## config.mk

```make
export PLATFORM = sky130hd
export DESIGN_NAME = fbdp_top
export DESIGN_NICKNAME = d
export VERILOG_FILES = /design/src/hdl/fbdp_pkg.sv /design/src/hdl/fbdp_timing.sv /design/src/hdl/fbdp_top.sv
export VERILOG_INCLUDE_DIRS = /design/src /design/src/hdl
export SDC_FILE = /design/constraint.sdc
export NUM_CORES = 1
export LEC_CHECK = 0
export ABC_AREA = 1
export BUFFER_PORTS_ARGS = -buffer_cell sky130_fd_sc_hd__buf_2
export CAP_MARGIN = 5
export CORE_ASPECT_RATIO = 1.2
export CORE_MARGIN = 2
export CORE_UTILIZATION = 50
export DETAILED_ROUTE_END_ITERATION = 7
export GPL_TIMING_DRIVEN = 0
export PLACE_DENSITY = 0.71
export SYNTH_ARGS = -nofsm -noshare
export SYNTH_HDL_FRONTEND = slang
export SYNTH_SLANG_ARGS = --single-unit
```

## constraint.sdc

```tcl
create_clock -name i_clk -period 3.5 [get_ports i_clk]
set_input_delay 0 -clock i_clk [delete_from_list [all_inputs] [get_ports i_clk]]
set_output_delay 0 -clock i_clk [all_outputs]
set_load 0.05 [all_outputs]
```

## src/hdl/fbdp_defines.svh

```systemverilog
// Purpose: shared constants of the frame buffer display path
// Assumes: 250 MHz core clock, word-wide asynchronous SRAM
// Notes:   register offsets are byte addresses on the plain port
`ifndef FBDP_DEFINES_SVH
`define FBDP_DEFINES_SVH

// ----------------------------------------------------------------
// memory geometry
// ----------------------------------------------------------------
`define FBDP_ADDR_W      18
`define FBDP_DATA_W      16
`define FBDP_OFS_W       17
`define FBDP_PAGE_WORDS  18'h12C00
`define FBDP_OFS_LAST    17'h12BFF
`define FBDP_PAGE_COUNT  2'h3

// ----------------------------------------------------------------
// register map and fields
// ----------------------------------------------------------------
`define FBDP_REG_CTRL    4'h0
`define FBDP_REG_DADDR   4'h4
`define FBDP_REG_DDATA   4'h8
`define FBDP_REG_STATUS  4'hC
`define FBDP_CTRL_MIRROR 0
`define FBDP_CTRL_FLIP   1
`define FBDP_CTRL_DPAGE  2
`define FBDP_CTRL_WPAGE  4
`define FBDP_ST_PEND     0
`define FBDP_ST_ACTIVE   1
`define FBDP_ST_REQ      2
`define FBDP_ST_POL      3
`define FBDP_MIRROR_RST  1'b0
`define FBDP_FLIP_RST    1'b1
`define FBDP_PAGE_RST    2'h0

// ----------------------------------------------------------------
// timing
// ----------------------------------------------------------------
`define FBDP_CLK_NS      4
`define FBDP_T_WP_NS     10
`define FBDP_WP_CYC      ((`FBDP_T_WP_NS + `FBDP_CLK_NS - 1) / `FBDP_CLK_NS)
`define FBDP_SYNC_DEPTH  3
`define FBDP_MIN_DOT_DIV 8

`endif

```

## src/hdl/fbdp_pkg.sv

```systemverilog
// Purpose: types of the frame buffer display path
// Assumes: constants come from fbdp_defines.svh
// Notes:   write sequencer states only
package fbdp_pkg;

  // ----------------------------------------------------------------
  // drawing write sequencer
  // ----------------------------------------------------------------
  typedef enum logic [1:0] {
    FBDP_WS_IDLE,
    FBDP_WS_SETUP,
    FBDP_WS_PULSE,
    FBDP_WS_HOLD
  } fbdp_wr_state_t;

endpackage

```

## src/hdl/fbdp_timing.sv

```systemverilog
// Purpose: dot, line and frame timing for the panel
// Assumes: one dot lasts DOT_DIV core clocks
// Notes:   all outputs registered, aligned to the current dot
`timescale 1ns/1ps
module fbdp_timing
  import fbdp_pkg::*;
#(
  parameter int H_ACT   = 320,
  parameter int H_FP    = 20,
  parameter int H_SYNC  = 30,
  parameter int H_BP    = 38,
  parameter int V_ACT   = 240,
  parameter int V_FP    = 4,
  parameter int V_SYNC  = 3,
  parameter int V_BP    = 15,
  parameter int DOT_DIV = 40
)
(
  input  wire logic i_clk,
  input  wire logic i_rst_b,
  output logic      o_tick,
  output logic      o_dot_hi,
  output logic      o_hsync_b,
  output logic      o_vsync_b,
  output logic      o_active,
  output logic      o_write_ok,
  output logic      o_frame
);

  localparam int H_TOT = H_ACT + H_FP + H_SYNC + H_BP;
  localparam int V_TOT = V_ACT + V_FP + V_SYNC + V_BP;

  logic [7:0] div_reg, div_next;
  logic [9:0] h_reg, h_next;
  logic [9:0] v_reg, v_next;
  logic       tick_next, hi_next, hs_next, vs_next;
  logic       act_next, wok_next, frm_next, nxt_line_vis;

  // ----------------------------------------------------------------
  // next counters and decoded dot state
  // ----------------------------------------------------------------
  always_comb
  begin
    div_next  = div_reg + 8'h01;
    h_next    = h_reg;
    v_next    = v_reg;
    tick_next = 1'b0;
    if (div_reg == 8'(DOT_DIV - 1))
    begin
      div_next  = 8'h00;
      tick_next = 1'b1;
      h_next    = h_reg + 10'h001;
      if (h_reg == 10'(H_TOT - 1))
      begin
        h_next = 10'h000;
        v_next = (v_reg == 10'(V_TOT - 1)) ? 10'h000 : v_reg + 10'h001;
      end
    end
    hi_next  = (div_next < 8'(DOT_DIV / 2));
    hs_next  = !((h_next >= 10'(H_ACT + H_FP)) &&
                 (h_next <  10'(H_ACT + H_FP + H_SYNC)));
    vs_next  = !((v_next >= 10'(V_ACT + V_FP)) &&
                 (v_next <  10'(V_ACT + V_FP + V_SYNC)));
    act_next = (h_next < 10'(H_ACT)) && (v_next < 10'(V_ACT));
    nxt_line_vis = (v_next == 10'(V_TOT - 1)) ||
                   (v_next < 10'(V_ACT - 1));
    // blank dot whose successor is blank too
    wok_next = !act_next &&
               !((h_next == 10'(H_TOT - 1)) && nxt_line_vis);
    frm_next = tick_next && (h_next == 10'h000) && (v_next == 10'h000);
  end

  // ----------------------------------------------------------------
  // timing registers
  // ----------------------------------------------------------------
  always_ff @(posedge i_clk or negedge i_rst_b)
  begin
    if (!i_rst_b)
    begin
      div_reg    <= 8'h00;
      h_reg      <= 10'h000;
      v_reg      <= 10'h000;
      o_tick     <= 1'b0;
      o_dot_hi   <= 1'b0;
      o_hsync_b  <= 1'b1;
      o_vsync_b  <= 1'b1;
      o_active   <= 1'b0;
      o_write_ok <= 1'b0;
      o_frame    <= 1'b0;
    end
    else
    begin
      div_reg    <= div_next;
      h_reg      <= h_next;
      v_reg      <= v_next;
      o_tick     <= tick_next;
      o_dot_hi   <= hi_next;
      o_hsync_b  <= hs_next;
      o_vsync_b  <= vs_next;
      o_active   <= act_next;
      o_write_ok <= wok_next;
      o_frame    <= frm_next;
    end
  end

endmodule

```

## src/hdl/fbdp_top.sv

```systemverilog
// Purpose: frame buffer sram sequencer and panel drive
// Assumes: sram is asynchronous, 10 ns class; panel samples the data bus
// Notes:   display reads lag the period output by the request sync delay
`timescale 1ns/1ps
`include "fbdp_defines.svh"
module fbdp_top
  import fbdp_pkg::*;
#(
  parameter int H_ACT   = 320,
  parameter int H_FP    = 20,
  parameter int H_SYNC  = 30,
  parameter int H_BP    = 38,
  parameter int V_ACT   = 240,
  parameter int V_FP    = 4,
  parameter int V_SYNC  = 3,
  parameter int V_BP    = 15,
  parameter int DOT_DIV = 40
)
(
  input  wire logic                     i_clk,
  input  wire logic                     i_rst_b,
  // register port
  input  wire logic [3:0]               i_addr,
  input  wire logic [31:0]              i_wdata,
  input  wire logic                     i_wr,
  input  wire logic                     i_rd,
  output logic      [31:0]              o_rdata,
  // frame buffer sram
  output logic      [`FBDP_ADDR_W-1:0]  o_fb_word_addr,
  input  wire logic [`FBDP_DATA_W-1:0]  i_fb_data_bus,
  output logic      [`FBDP_DATA_W-1:0]  o_fb_data_bus,
  output logic                          o_fb_data_oe_b,
  output logic                          o_fb_cs_b,
  output logic                          o_fb_rd_b,
  output logic                          o_fb_wr_b,
  output logic                          o_fb_ctl_oe_b,
  input  wire logic                     i_display_xfer_req,
  output logic                          o_display_period_out,
  // panel
  output logic                          o_dot_clk,
  output logic                          o_hsync_b,
  output logic                          o_vsync_b,
  output logic                          o_pixel_valid,
  output logic                          o_hmirror,
  output logic                          o_vflip,
  input  wire logic                     i_dot_clk_pol_sel
);

  // ----------------------------------------------------------------
  // elaboration checks
  // ----------------------------------------------------------------
  localparam int WP_CYC = `FBDP_WP_CYC;
  initial
  begin
    if (DOT_DIV < `FBDP_MIN_DOT_DIV || DOT_DIV > 255)
      $error("DOT_DIV cannot hold a whole write cycle in one dot");
    if (H_ACT * V_ACT > int'(`FBDP_PAGE_WORDS))
      $error("active area larger than one page");
    if (WP_CYC + 2 > DOT_DIV)
      $error("write pulse longer than a dot");
  end

  // ----------------------------------------------------------------
  // timing generator
  // ----------------------------------------------------------------
  logic tm_tick, tm_hi, tm_hs_b, tm_vs_b, tm_act, tm_wok, tm_frame;

  fbdp_timing #(
    .H_ACT   (H_ACT),
    .H_FP    (H_FP),
    .H_SYNC  (H_SYNC),
    .H_BP    (H_BP),
    .V_ACT   (V_ACT),
    .V_FP    (V_FP),
    .V_SYNC  (V_SYNC),
    .V_BP    (V_BP),
    .DOT_DIV (DOT_DIV)
  ) u_timing (
    .i_clk      (i_clk),
    .i_rst_b    (i_rst_b),
    .o_tick     (tm_tick),
    .o_dot_hi   (tm_hi),
    .o_hsync_b  (tm_hs_b),
    .o_vsync_b  (tm_vs_b),
    .o_active   (tm_act),
    .o_write_ok (tm_wok),
    .o_frame    (tm_frame)
  );

  // ----------------------------------------------------------------
  // pin synchronisers: request and polarity select
  // ----------------------------------------------------------------
  logic [1:0] pin_in;
  logic [1:0] filt_reg;
  assign pin_in = {i_dot_clk_pol_sel, i_display_xfer_req};

  genvar gi;
  generate
    for (gi = 0; gi < 2; gi++)
    begin : g_sync
      logic [`FBDP_SYNC_DEPTH-1:0] sh_reg, sh_next;
      logic                        f_next;
      // shift, then accept once the last two stages agree
      always_comb
      begin
        sh_next = {sh_reg[`FBDP_SYNC_DEPTH-2:0], pin_in[gi]};
        f_next  = filt_reg[gi];
        if (sh_reg[2] == sh_reg[1])
          f_next = sh_reg[1];
      end
      always_ff @(posedge i_clk or negedge i_rst_b)
      begin
        if (!i_rst_b)
        begin
          sh_reg       <= '0;
          filt_reg[gi] <= (gi == 1); // polarity pin idles high
        end
        else
        begin
          sh_reg       <= sh_next;
          filt_reg[gi] <= f_next;
        end
      end
    end
  endgenerate

  logic req_f, pol_f;
  assign req_f = filt_reg[0];
  assign pol_f = filt_reg[1];

  // ----------------------------------------------------------------
  // control registers
  // ----------------------------------------------------------------
  logic                   mirror_reg, mirror_next;
  logic                   flip_reg, flip_next;
  logic [1:0]             dpage_reg, dpage_next;
  logic [1:0]             wpage_reg, wpage_next;
  logic [1:0]             dlive_reg, dlive_next;
  logic [`FBDP_OFS_W-1:0] dofs_reg, dofs_next;
  logic [`FBDP_DATA_W-1:0] ddata_reg, ddata_next;
  logic                   pend_reg, pend_next;
  logic [31:0]            rdata_next;
  logic                   wr_done;
  logic [1:0]             pg_dp, pg_wp;

  // register writes, readback and draw request latch
  always_comb
  begin
    mirror_next = mirror_reg;
    flip_next   = flip_reg;
    dpage_next  = dpage_reg;
    wpage_next  = wpage_reg;
    dofs_next   = dofs_reg;
    ddata_next  = ddata_reg;
    pend_next   = pend_reg;
    dlive_next  = tm_frame ? dpage_reg : dlive_reg;
    rdata_next  = 32'h0000_0000;
    pg_dp       = i_wdata[`FBDP_CTRL_DPAGE +: 2];
    pg_wp       = i_wdata[`FBDP_CTRL_WPAGE +: 2];
    if (wr_done)
    begin
      pend_next = 1'b0;
      dofs_next = (dofs_reg == `FBDP_OFS_LAST) ? '0
                                               : dofs_reg + 1'b1;
    end
    if (i_wr)
    begin
      if (i_addr == `FBDP_REG_CTRL)
      begin
        mirror_next = i_wdata[`FBDP_CTRL_MIRROR];
        flip_next   = i_wdata[`FBDP_CTRL_FLIP];
        if (pg_dp < `FBDP_PAGE_COUNT)
          dpage_next = pg_dp;
        if (pg_wp < `FBDP_PAGE_COUNT)
          wpage_next = pg_wp;
      end
      else if (i_addr == `FBDP_REG_DADDR && !pend_reg)
      begin
        if (i_wdata[`FBDP_OFS_W-1:0] <= `FBDP_OFS_LAST)
          dofs_next = i_wdata[`FBDP_OFS_W-1:0];
      end
      else if (i_addr == `FBDP_REG_DDATA && !pend_reg)
      begin
        ddata_next = i_wdata[`FBDP_DATA_W-1:0];
        pend_next  = 1'b1;
      end
    end
    if (i_rd)
    begin
      if (i_addr == `FBDP_REG_CTRL)
      begin
        rdata_next[`FBDP_CTRL_MIRROR]   = mirror_reg;
        rdata_next[`FBDP_CTRL_FLIP]     = flip_reg;
        rdata_next[`FBDP_CTRL_DPAGE +: 2] = dpage_reg;
        rdata_next[`FBDP_CTRL_WPAGE +: 2] = wpage_reg;
      end
      else if (i_addr == `FBDP_REG_DADDR)
        rdata_next[`FBDP_OFS_W-1:0] = dofs_reg;
      else if (i_addr == `FBDP_REG_DDATA)
        rdata_next[`FBDP_DATA_W-1:0] = ddata_reg;
      else if (i_addr == `FBDP_REG_STATUS)
      begin
        rdata_next[`FBDP_ST_PEND]   = pend_reg;
        rdata_next[`FBDP_ST_ACTIVE] = tm_act;
        rdata_next[`FBDP_ST_REQ]    = req_f;
        rdata_next[`FBDP_ST_POL]    = pol_f;
      end
    end
  end

  always_ff @(posedge i_clk or negedge i_rst_b)
  begin
    if (!i_rst_b)
    begin
      mirror_reg <= `FBDP_MIRROR_RST;
      flip_reg   <= `FBDP_FLIP_RST;
      dpage_reg  <= `FBDP_PAGE_RST;
      wpage_reg  <= `FBDP_PAGE_RST;
      dlive_reg  <= `FBDP_PAGE_RST;
      dofs_reg   <= '0;
      ddata_reg  <= '0;
      pend_reg   <= 1'b0;
      o_rdata    <= 32'h0000_0000;
    end
    else
    begin
      mirror_reg <= mirror_next;
      flip_reg   <= flip_next;
      dpage_reg  <= dpage_next;
      wpage_reg  <= wpage_next;
      dlive_reg  <= dlive_next;
      dofs_reg   <= dofs_next;
      ddata_reg  <= ddata_next;
      pend_reg   <= pend_next;
      o_rdata    <= rdata_next;
    end
  end

  // ----------------------------------------------------------------
  // sram sequencer: display reads and drawing writes
  // ----------------------------------------------------------------
  fbdp_wr_state_t         ws_reg, ws_next;
  logic [2:0]             wcnt_reg, wcnt_next;
  logic [`FBDP_OFS_W-1:0] pofs_reg, pofs_next;
  logic [`FBDP_ADDR_W-1:0] addr_next;
  logic [`FBDP_DATA_W-1:0] dout_next;
  logic                   doe_b_next, cs_b_next, rd_b_next, wr_b_next;
  logic                   rd_on;
  logic [`FBDP_OFS_W-1:0] pix_ofs;

  // page base, word address counts from bit 1 of the byte address
  function automatic logic [`FBDP_ADDR_W-1:0] page_base(
    input logic [1:0] pg);
    logic [`FBDP_ADDR_W+1:0] prod;
    prod = `FBDP_PAGE_WORDS * pg;
    page_base = prod[`FBDP_ADDR_W-1:0];
  endfunction

  always_comb
  begin
    ws_next    = ws_reg;
    wcnt_next  = wcnt_reg;
    pofs_next  = pofs_reg;
    addr_next  = o_fb_word_addr;
    dout_next  = o_fb_data_bus;
    doe_b_next = 1'b1;
    cs_b_next  = 1'b1;
    rd_b_next  = 1'b1;
    wr_b_next  = 1'b1;
    wr_done    = 1'b0;
    pix_ofs    = tm_frame ? '0 : pofs_reg;
    // reads only while the looped-back request is seen
    rd_on      = tm_act && req_f;
    case (ws_reg)
      FBDP_WS_IDLE:
      begin
        if (rd_on)
        begin
          cs_b_next = 1'b0;
          rd_b_next = 1'b0;
        end
        // a pending write starts only on a blank dot
        if (tm_tick && tm_wok && pend_reg && !rd_on)
        begin
          ws_next    = FBDP_WS_SETUP;
          addr_next  = page_base(wpage_reg) +
                       {{(`FBDP_ADDR_W-`FBDP_OFS_W){1'b0}}, dofs_reg};
          dout_next  = ddata_reg;
          doe_b_next = 1'b0;
          cs_b_next  = 1'b0;
        end
      end
      FBDP_WS_SETUP:
      begin
        ws_next    = FBDP_WS_PULSE;
        wcnt_next  = 3'(WP_CYC - 1);
        doe_b_next = 1'b0;
        cs_b_next  = 1'b0;
        wr_b_next  = 1'b0;
      end
      FBDP_WS_PULSE:
      begin
        doe_b_next = 1'b0;
        cs_b_next  = 1'b0;
        wr_b_next  = 1'b0;
        wcnt_next  = wcnt_reg - 3'h1;
        if (wcnt_reg == 3'h0)
        begin
          ws_next   = FBDP_WS_HOLD;
          wr_b_next = 1'b1;
        end
      end
      FBDP_WS_HOLD:
      begin
        ws_next = FBDP_WS_IDLE;
        wr_done = 1'b1;
      end
      default:
        ws_next = FBDP_WS_IDLE;
    endcase
    // one pixel word per active dot, page switch at frame start
    if (tm_tick && tm_act)
    begin
      addr_next = page_base(dlive_next) +
                  {{(`FBDP_ADDR_W-`FBDP_OFS_W){1'b0}}, pix_ofs};
      pofs_next = pix_ofs + 1'b1;
    end
    else if (tm_frame)
      pofs_next = '0;
  end

  always_ff @(posedge i_clk or negedge i_rst_b)
  begin
    if (!i_rst_b)
    begin
      ws_reg         <= FBDP_WS_IDLE;
      wcnt_reg       <= 3'h0;
      pofs_reg       <= '0;
      o_fb_word_addr <= '0;
      o_fb_data_bus  <= '0;
      o_fb_data_oe_b <= 1'b1; // sram owns the bus for pixels
      o_fb_cs_b      <= 1'b1;
      o_fb_rd_b      <= 1'b1;
      o_fb_wr_b      <= 1'b1;
      o_fb_ctl_oe_b  <= 1'b1;
    end
    else
    begin
      ws_reg         <= ws_next;
      wcnt_reg       <= wcnt_next;
      pofs_reg       <= pofs_next;
      o_fb_word_addr <= addr_next;
      o_fb_data_bus  <= dout_next;
      o_fb_data_oe_b <= doe_b_next;
      o_fb_cs_b      <= cs_b_next;
      o_fb_rd_b      <= rd_b_next;
      o_fb_wr_b      <= wr_b_next;
      o_fb_ctl_oe_b  <= 1'b0;
    end
  end

  // ----------------------------------------------------------------
  // panel drive
  // ----------------------------------------------------------------
  logic dot_clk_next;
  // high select: rise at dot start, fall mid-dot for sampling
  assign dot_clk_next = tm_hi ^ ~pol_f;

  always_ff @(posedge i_clk or negedge i_rst_b)
  begin
    if (!i_rst_b)
    begin
      o_dot_clk            <= 1'b0;
      o_hsync_b            <= 1'b1;
      o_vsync_b            <= 1'b1;
      o_pixel_valid        <= 1'b0;
      o_display_period_out <= 1'b0;
      o_hmirror            <= `FBDP_MIRROR_RST;
      o_vflip              <= `FBDP_FLIP_RST;
    end
    else
    begin
      o_dot_clk            <= dot_clk_next;
      o_hsync_b            <= tm_hs_b;
      o_vsync_b            <= tm_vs_b;
      o_pixel_valid        <= tm_act;
      o_display_period_out <= tm_act;
      o_hmirror            <= mirror_reg;
      o_vflip              <= flip_reg;
    end
  end

endmodule

```

==> results of run 1 <==
==> path summary, 6_finish.rpt <==
path | endpoint | slack (ps) | cells after the start
hold / removal | o_rdata[16]$_DFF_PN0_ | 40 | 4
setup / recovery | o_fb_word_addr[16]$_DFFE_PN0P_ | 540 | 17
hold reg to reg | g_sync[0].sh_reg[1]$_DFF_PN0_ | 350 | 0
min in group asynchronous | g_sync[1].sh_reg[1]$_DFF_PN0_ | 150 | 2
max in group asynchronous | o_fb_word_addr[14]$_DFFE_PN0P_ | 2520 | 3
setup reg to reg | o_fb_word_addr[16]$_DFFE_PN0P_ | 540 | 17
==> worst reg2reg max path, cell delays in order (launching register included) <==
cell and delay, ps:
sky130_fd_sc_hd__dfrtp_1 340, sky130_fd_sc_hd__buf_2 330, sky130_fd_sc_hd__nand2_1 110, sky130_fd_sc_hd__o21ai_0 130, sky130_fd_sc_hd__inv_1 170, sky130_fd_sc_hd__ha_1 310
sky130_fd_sc_hd__inv_1 70, sky130_fd_sc_hd__fa_1 410, sky130_fd_sc_hd__nand2_1 110, sky130_fd_sc_hd__nand2_1 60, sky130_fd_sc_hd__a21oi_1 160, sky130_fd_sc_hd__nor2_1 80
sky130_fd_sc_hd__nor2_1 80, sky130_fd_sc_hd__nor2_1 40, sky130_fd_sc_hd__nor2_1 100, sky130_fd_sc_hd__xnor2_1 150, sky130_fd_sc_hd__nand2_1 80, sky130_fd_sc_hd__a31oi_1 150
==> cell families after synthesis <==
| kind of cell | count (synthesis) | share of synthesized area (%) |
|---|---|---|
| AO/OA/AOI/OAI | 157 | 10.4 |
| other | 1 | 0.0427 |
| buffers and inverters | 199 | 9.35 |
| adder cells (fa/ha/maj) | 36 | 5.24 |
| XOR/XNOR | 37 | 3.77 |
| flip-flops | 169 | 48.3 |
| AND/OR/NAND/NOR | 457 | 22.9 |
==> power by group through the flow <==
stage | clock network (uW) | registers (uW) | logic (uW)
2_1_floorplan | 0 | 2100 | 179
3_3_place_gp | 0 | 2060 | 337
3_5_place_dp | 0 | 2060 | 346
4_1_cts | 1840 | 2020 | 366
5_1_grt | 1930 | 2030 | 404
6_report | 1820 | 2020 | 363
==> synthesized netlist by cell type (all sizes together), types with 6 or more instances <==
cell    count
nand2     228
inv       158
dfrtp     157
nor2      126
o21ai      66
nand3      49
a21oi      42
ha         32
xor2       28
nor3       26
buf        22
nand4      19
o22ai      18
clkbuf     16
dfstp      12
a31oi      10
xnor2       9
a211oi      8
nor4        6
==> layer usage <==
| metal | track usage, % | share of wire [%] |
|---|---|---|
| met1 | 28.0 | 42 |
| met2 | 40.2 | 51 |
| met3 | 5.13 | 4.4 |
| met4 | 9.44 | 2.8 |
| met5 | 0 | 0 |
==> layout make-up <==
cell class                 count  area, um^2
clock buffer                  20         447
clock inverter                12         118
sequential                   169        4240
inverter                     161         604
timing repair buffer         112         703
fill                        1568        6990
tap                          220         275
multi-input combinational    703        3780
buffer                        37         214
==> through the flow <==
step	hold WS (ps)	cell area [um^2]	setup TNS, ps
2_1_floorplan	-296	8850	0
3_3_place_gp	109	9570	-22680
3_5_place_dp	31.3	9600	0
4_1_cts	24.5	10400	0
5_1_grt	57.1	10400	0
6_report	38.1	10400	0
==> timing repair <==
| item | 4_1_cts | 5_1_grt |
|---|---|---|
| setup endpoints to repair | 0 | 1 |
| hold buffers | 22 | 0 |
| hold endpoints to repair | 128 | 0 |
==> results.sh, run 1 <==
export IMPL_outcome="finished, final reports clean"
export IMPL_detail_route_antenna_nets=0
export IMPL_clk_pin_slew_worst_paths_ps=70
export IMPL_starting_density_pct=50.6
export IMPL_seq_power_share_pct=48.2
export IMPL_max_freq_mhz=338
export IMPL_root_buffer="sky130_fd_sc_hd__clkbuf_16"
export IMPL_dr_first_iter_drc_count=417
export IMPL_ys_dominant_reg_cell="sky130_fd_sc_hd__dfrtp_1"
export IMPL_critical_path_buf_inv_count=3
export IMPL_globalRoute_totalOverflow=0
export IMPL_leakagePower_uw=0.00530
export IMPL_post_synthesis_instance_area_um2=8790
export IMPL_timing_max_transition_violations_final=0
export IMPL_part_of_the_yosys_area_used_for_sequential_elements_pct=48.3
export IMPL_postCtsSetupRepairBufs=0
export IMPL_cts_made_buffers=17
export IMPL_ys_async_sr_fraction_pct=100
export IMPL_synth_lib_cells_used_distinct=51
export IMPL_routed_wire_per_std_cell_um=14.6
export IMPL_place_worst_setup_slack_ps=384
export IMPL_cp_data_arrival_time_ps=3310
export IMPL_core_rowCount=53
export IMPL_max_cap_violations=0
export IMPL_synthTopCellsByArea="sky130_fd_sc_hd__dfrtp_1 (45%), sky130_fd_sc_hd__nand2_1 (9.5%), sky130_fd_sc_hd__inv_1 (6.3%)"
export IMPL_finalSetupViolCount=0
export IMPL_io_pins=136
export IMPL_cpPeakStageDelay_ps=410
export IMPL_max_flop_register="o_fb_word_addr"
export IMPL_skew_ps=9.82
export IMPL_intPower_uw=3120
export IMPL_drt_pre_antenna_iters=4
export IMPL_layout_cells_most_common="sky130_fd_sc_hd__nand2_1"
export IMPL_switchingPower_uw=1080
export IMPL_avg_inst_size_synth_um2=8.32
export IMPL_crit_path_end_kind="flip-flop"
export IMPL_wl_mm=20.9
export IMPL_buffer_ports_inserted=89
export IMPL_layout_common_cells="sky130_fd_sc_hd__nand2_1 (222), sky130_fd_sc_hd__dfrtp_1 (157), sky130_fd_sc_hd__inv_1 (148)"
export IMPL_finish_cell_count_without_fillers=1434
export IMPL_timing_worst_slew_pin_value_ps=862
export IMPL_globalplace_congestion=0.896
export IMPL_final_min_clock_period_ps=2960
export IMPL_clock_power_share_pct=43.2
export IMPL_min_path_type="in -> reg"
export IMPL_switching_share_pct=25.8
export IMPL_post_route_cells_drive_above_1_share_pct=16.5
export IMPL_critical_path_peak_fanout=19
export IMPL_clockBufferDepth=2
export IMPL_comb_power_share_pct=8.6
export IMPL_grt_setup_unrepaired="false"
export IMPL_cts_max_level=4
export IMPL_min_delay_start="i_addr[3]"
export IMPL_post_place_cells=1381
export IMPL_track_usage_pct=23.1
export IMPL_fin_nets=1293
export IMPL_totalPowerFinal_uw=4200
export IMPL_pin_count_of_the_biggest_net_entering_global_routing=88
export IMPL_tritoncts="done"
export IMPL_die_width_um=125
export IMPL_max_slew_margin_pct=41.9
export IMPL_timing_final_ws_setup_ps=540
export IMPL_post_cts_resize_count=0
export IMPL_floorplan_die_height_um=149
export IMPL_post_dp_hpwl_mm=15.7
export IMPL_synthDominantCellAreaShare_pct=44.7
export IMPL_critPathLaunch="u_timing.o_frame$_DFF_PN0_"
export IMPL_area_overhead_vs_synth_pct=18.1
export IMPL_ys_ff_latch=169
export IMPL_crit_family="adder cells"
export IMPL_final_core_utilization_pct=59.8
export IMPL_drt_vias_per_instance=5.12
export IMPL_critical_setup_path_class="reg -> reg"
export IMPL_synth_enable_flop_cells=0
export IMPL_final_min_period_over_clock_period_pct=84.6
export IMPL_synthesis_yosys_warnings=0
export IMPL_syn_inst=1056
export IMPL_worstPathCellList="buf_2 > nand2_1 > o21ai_0 > inv_1 > ha_1 > inv_1 > fa_1 > nand2_1 > nand2_1 > a21oi_1 > nor2_1 > nor2_1 > nor2_1 > nor2_1 > xnor2_1 > nand2_1 > a31oi_1"
export IMPL_clock_insertion_delay_worst_skew_ps=430
export IMPL_largest_register_ff_count=18
export IMPL_cts_sinks=169
export IMPL_data_required_time_at_the_worst_endpoint_ps=3850
export IMPL_grt_antenna_before_repair=0
export IMPL_synth_largest_area_cell="sky130_fd_sc_hd__dfrtp_1"
export IMPL_timing_critical_path_slowest_stage_cell="sky130_fd_sc_hd__fa_1"
export IMPL_detailroute_via_count=7345
export IMPL_grt_first_pass_wirelength_mm=34.4
export IMPL_dieArea_um2=18700
export IMPL_drcViolationCount=0
export IMPL_vdd_ir_drop_worst_mv=0.296
export IMPL_p_per_area_nw_per_um2=405
export IMPL_timing_final_hold_violations=0
export IMPL_rr_startpoint="u_timing.o_frame$_DFF_PN0_"
export IMPL_antenna_cells=0
export IMPL_placeableCoreArea_um2=17400
export IMPL_grt_pass1_vias=7184
export IMPL_type_of_element_launching_the_critical_path="flip-flop"
Note: power is estimated with default switching activity, not from simulation.
==> run 2, diff against run 1 <==
Settings changed: ABC_AREA 1 to 0, PLACE_DENSITY 0.71 to 0.74.
Clock period 3.5 ns to 2.6 ns, I/O delays scaled along.
==> results.sh, run 2 <==
export IMPL_outcome="finished, violations left"
export IMPL_violated_checks="setup timing"
export IMPL_synth_lib_cells_used_distinct=74
export IMPL_drt_pre_antenna_iters=6
export IMPL_crit_path_end_kind="flip-flop"
export IMPL_largest_register_ff_count=18
export IMPL_detailroute_via_count=7026
export IMPL_synth_enable_flop_cells=0
export IMPL_cts_max_level=4
export IMPL_min_path_type="in -> async"
export IMPL_floorplan_die_height_um=148
export IMPL_io_pins=136
export IMPL_grt_setup_unrepaired="true"
export IMPL_routed_wire_per_std_cell_um=17.2
export IMPL_core_rowCount=52
export IMPL_post_synthesis_instance_area_um2=8630
export IMPL_grt_pass1_vias=6722
export IMPL_finalSetupViolCount=2
export IMPL_final_min_clock_period_ps=2650
export IMPL_grt_first_pass_wirelength_mm=33.9
export IMPL_final_min_period_over_clock_period_pct=102
export IMPL_critical_path_peak_fanout=5
export IMPL_avg_inst_size_synth_um2=9.96
export IMPL_use_met3_pct=4.44
export IMPL_ys_ff_latch=169
export IMPL_drcViolationCount=0
export IMPL_worstPathCellList="buf_8 > buf_8 > mux2i_4 > buf_6 > inv_6 > ha_4 > fa_2 > a21oi_2 > nor2_1 > nor2_2 > o21bai_1 > a21oi_1 > xor2_1 > a22oi_1"
export IMPL_max_cap_violations=0
export IMPL_buffer_ports_inserted=87
export IMPL_layout_cell_area_non_filler_um2=10700
export IMPL_critical_setup_path_class="reg -> reg"
export IMPL_post_route_cells_drive_above_1_share_pct=24.4
export IMPL_multiInputGateArea_um2=4310
export IMPL_synthDominantCellAreaShare_pct=45.5
export IMPL_ys_async_sr_fraction_pct=100
export IMPL_post_place_cells=1186
export IMPL_grt_busiest_layer="met2"
export IMPL_cts_made_buffers=17
export IMPL_tritoncts="done"
export IMPL_wl_mm=21.5
export IMPL_max_slew_margin_pct=46.5
export IMPL_dr_first_iter_drc_count=611
export IMPL_timing_worst_slew_pin_value_ps=795
export IMPL_skew_ps=6.05
export IMPL_dieArea_um2=18300
export IMPL_cp_data_arrival_time_ps=2950
export IMPL_max_flop_register="o_fb_word_addr"
export IMPL_cpPeakStageDelay_ps=380
export IMPL_timing_final_ws_setup_ps=-49.8
export IMPL_fin_nets=1118
export IMPL_global_route_usage_met1_pct=31.0
export IMPL_synth_largest_area_cell="sky130_fd_sc_hd__dfrtp_1"
export IMPL_worst_hold_slack_ps=118
export IMPL_clk_pin_slew_worst_paths_ps=70
export IMPL_timing_critical_path_slowest_stage_cell="sky130_fd_sc_hd__dfrtp_1"
export IMPL_timing_max_transition_violations_final=0
export IMPL_part_of_the_yosys_area_used_for_sequential_elements_pct=49.2
export IMPL_type_of_element_launching_the_critical_path="flip-flop"
export IMPL_ys_dominant_reg_cell="sky130_fd_sc_hd__dfrtp_1"
export IMPL_cts_sinks=169
export IMPL_num_fill_cells=1380
export IMPL_vdd_ir_drop_worst_mv=0.342
export IMPL_starting_density_pct=51.0
export IMPL_synthTopCellsByArea="sky130_fd_sc_hd__dfrtp_1 (46%), sky130_fd_sc_hd__nand2_1 (6.0%), sky130_fd_sc_hd__ha_1 (4.6%)"
export IMPL_max_freq_mhz=377
export IMPL_detail_route_antenna_nets=0
export IMPL_finish_cell_count_without_fillers=1255
export IMPL_layout_cells_most_common="sky130_fd_sc_hd__dfrtp_1"
export IMPL_layout_common_cells="sky130_fd_sc_hd__dfrtp_1 (155), sky130_fd_sc_hd__nand2_1 (139), sky130_fd_sc_hd__buf_2 (90)"
export IMPL_globalplace_congestion=0.921
export IMPL_use_met2_pct=39.4
export IMPL_pin_count_of_the_biggest_net_entering_global_routing=94
export IMPL_antenna_cells=0
export IMPL_die_width_um=124
export IMPL_synth_cells_most_frequent="sky130_fd_sc_hd__dfrtp_1 (157), sky130_fd_sc_hd__nand2_1 (139), sky130_fd_sc_hd__nor2_1 (59)"
export IMPL_globalRoute_totalOverflow=0
export IMPL_clockBufferDepth=2
export IMPL_root_buffer="sky130_fd_sc_hd__clkbuf_16"
export IMPL_post_dp_hpwl_mm=14.9
export IMPL_data_required_time_at_the_worst_endpoint_ps=2900
export IMPL_synthesis_yosys_warnings=0
export IMPL_cpMostUsedCell="sky130_fd_sc_hd__buf_8"
export IMPL_track_usage_pct=23.9
export IMPL_grt_antenna_before_repair=0
export IMPL_seqCellArea_um2=4250
export IMPL_area_overhead_vs_synth_pct=23.7
export IMPL_syn_inst=867
export IMPL_placeableCoreArea_um2=16900
export IMPL_clock_insertion_delay_worst_skew_ps=430
export IMPL_leakagePower_uw=0.00514
export IMPL_timing_final_hold_violations=0
export IMPL_setup_tns_ps=-73.6
export IMPL_placement_cell_area_um2=9450
export IMPL_p_per_area_nw_per_um2=555
export IMPL_synthMostInstantiatedCell="sky130_fd_sc_hd__dfrtp_1"
export IMPL_drt_vias_per_instance=5.60
==> run 2: cell count changes after synthesis, moves of 16 or more <==
cell and delta:
sky130_fd_sc_hd__inv_1 -117, sky130_fd_sc_hd__nand2_1 -83, sky130_fd_sc_hd__nor2_1 -54, sky130_fd_sc_hd__o21ai_0 -24
sky130_fd_sc_hd__mux2_2 +20, sky130_fd_sc_hd__nand3_1 -20, sky130_fd_sc_hd__xnor2_1 +20, sky130_fd_sc_hd__nor2b_1 +16
sky130_fd_sc_hd__o22ai_1 -16
==> run 2: power by group <==
part / switching, uW / total [uW] / internal [uW] / leakage [uW]
combinational: 367 / 605 / 238 / 0.00269
clock: 1120 / 2580 / 1460 / 0.000292
sequential: 48.6 / 2740 / 2690 / 0.00216
==> run 2: worst paths after layout <==
path                                               start                             end  slack [ps]  cells after the start
setup / recovery              u_timing.o_frame$_DFF_PN0_  o_fb_word_addr[16]$_DFFE_PN0P_         -50                     14
hold / removal                                   i_rst_b           o_rdata[12]$_DFF_PN0_         120                      2
setup reg to reg              u_timing.o_frame$_DFF_PN0_  o_fb_word_addr[16]$_DFFE_PN0P_         -50                     14
hold reg to reg            g_sync[0].sh_reg[0]$_DFF_PN0_   g_sync[0].sh_reg[1]$_DFF_PN0_         350                      0
max in group asynchronous                        i_rst_b               pol_f$_DFFE_PN1N_        1610                      3
min in group i_clk                                  i_wr        wpage_reg[0]$_DFFE_PN0P_         130                      4
==> run 2: routing by layer <==
metal  routed length, um  share of wire (%)  up-vias
met4                 633                2.9        0
met3                1020                4.7       50
met5                   0                  0        -
met2               11000                 51      243
li1                    -                  -     3307
met1                8890                 41     3426
==> run 2: area by class of cell <==
type / count / area share (%)
clock buffer: 18 / 4.11
timing repair buffer: 125 / 7.65
inverter: 32 / 1.20
clock inverter: 14 / 1.50
buffer: 54 / 2.88
tap: 216 / 2.53
sequential: 169 / 39.8
multi-input combinational: 627 / 40.3
==> run 2: cell families (layout without fill, tap and decap cells) <==
logic type | Yosys count | in the layout | share of synthesized area [%]
other cells | 1 | 16 | 0.0434
buf+inv | 86 | 243 | 4.58
compound gates | 141 | 141 | 10.3
xor+xnor | 56 | 56 | 5.77
flops | 169 | 169 | 49.2
mux | 32 | 32 | 4.62
simple gates | 346 | 346 | 20.2
fa+ha+maj | 36 | 36 | 5.33
==> run 2: critical path: cells and delay by family, from the launching register on <==
kind / cells / cell delay (ps)
compound gates: 4 / 520
fa+ha+maj: 2 / 510
buf+inv: 4 / 430
flops: 1 / 380
mux: 1 / 260
xor+xnor: 1 / 220
simple gates: 2 / 190
==> run 2: metrics by stage <==
stage | util [%] | total power [uW] | setup slack [ps]
2_1_floorplan | - | 3170 | -7.99
3_3_place_gp | 55.7 | 3320 | -1010
3_5_place_dp | 55.9 | 3340 | -486
4_1_cts | 61.9 | 5950 | -163
5_1_grt | 63.1 | 6130 | -156
6_report | 63.1 | 5930 | -49.8
==> run 2: timing repair <==
action	in CTS	in global routing
gates resized for setup	27	34
setup buffers	6	6
endpoints found under the setup margin	7	23
hold buffers	25	0
cloned	0	0
pin swaps	13	13
hold endpoints to repair	124	0
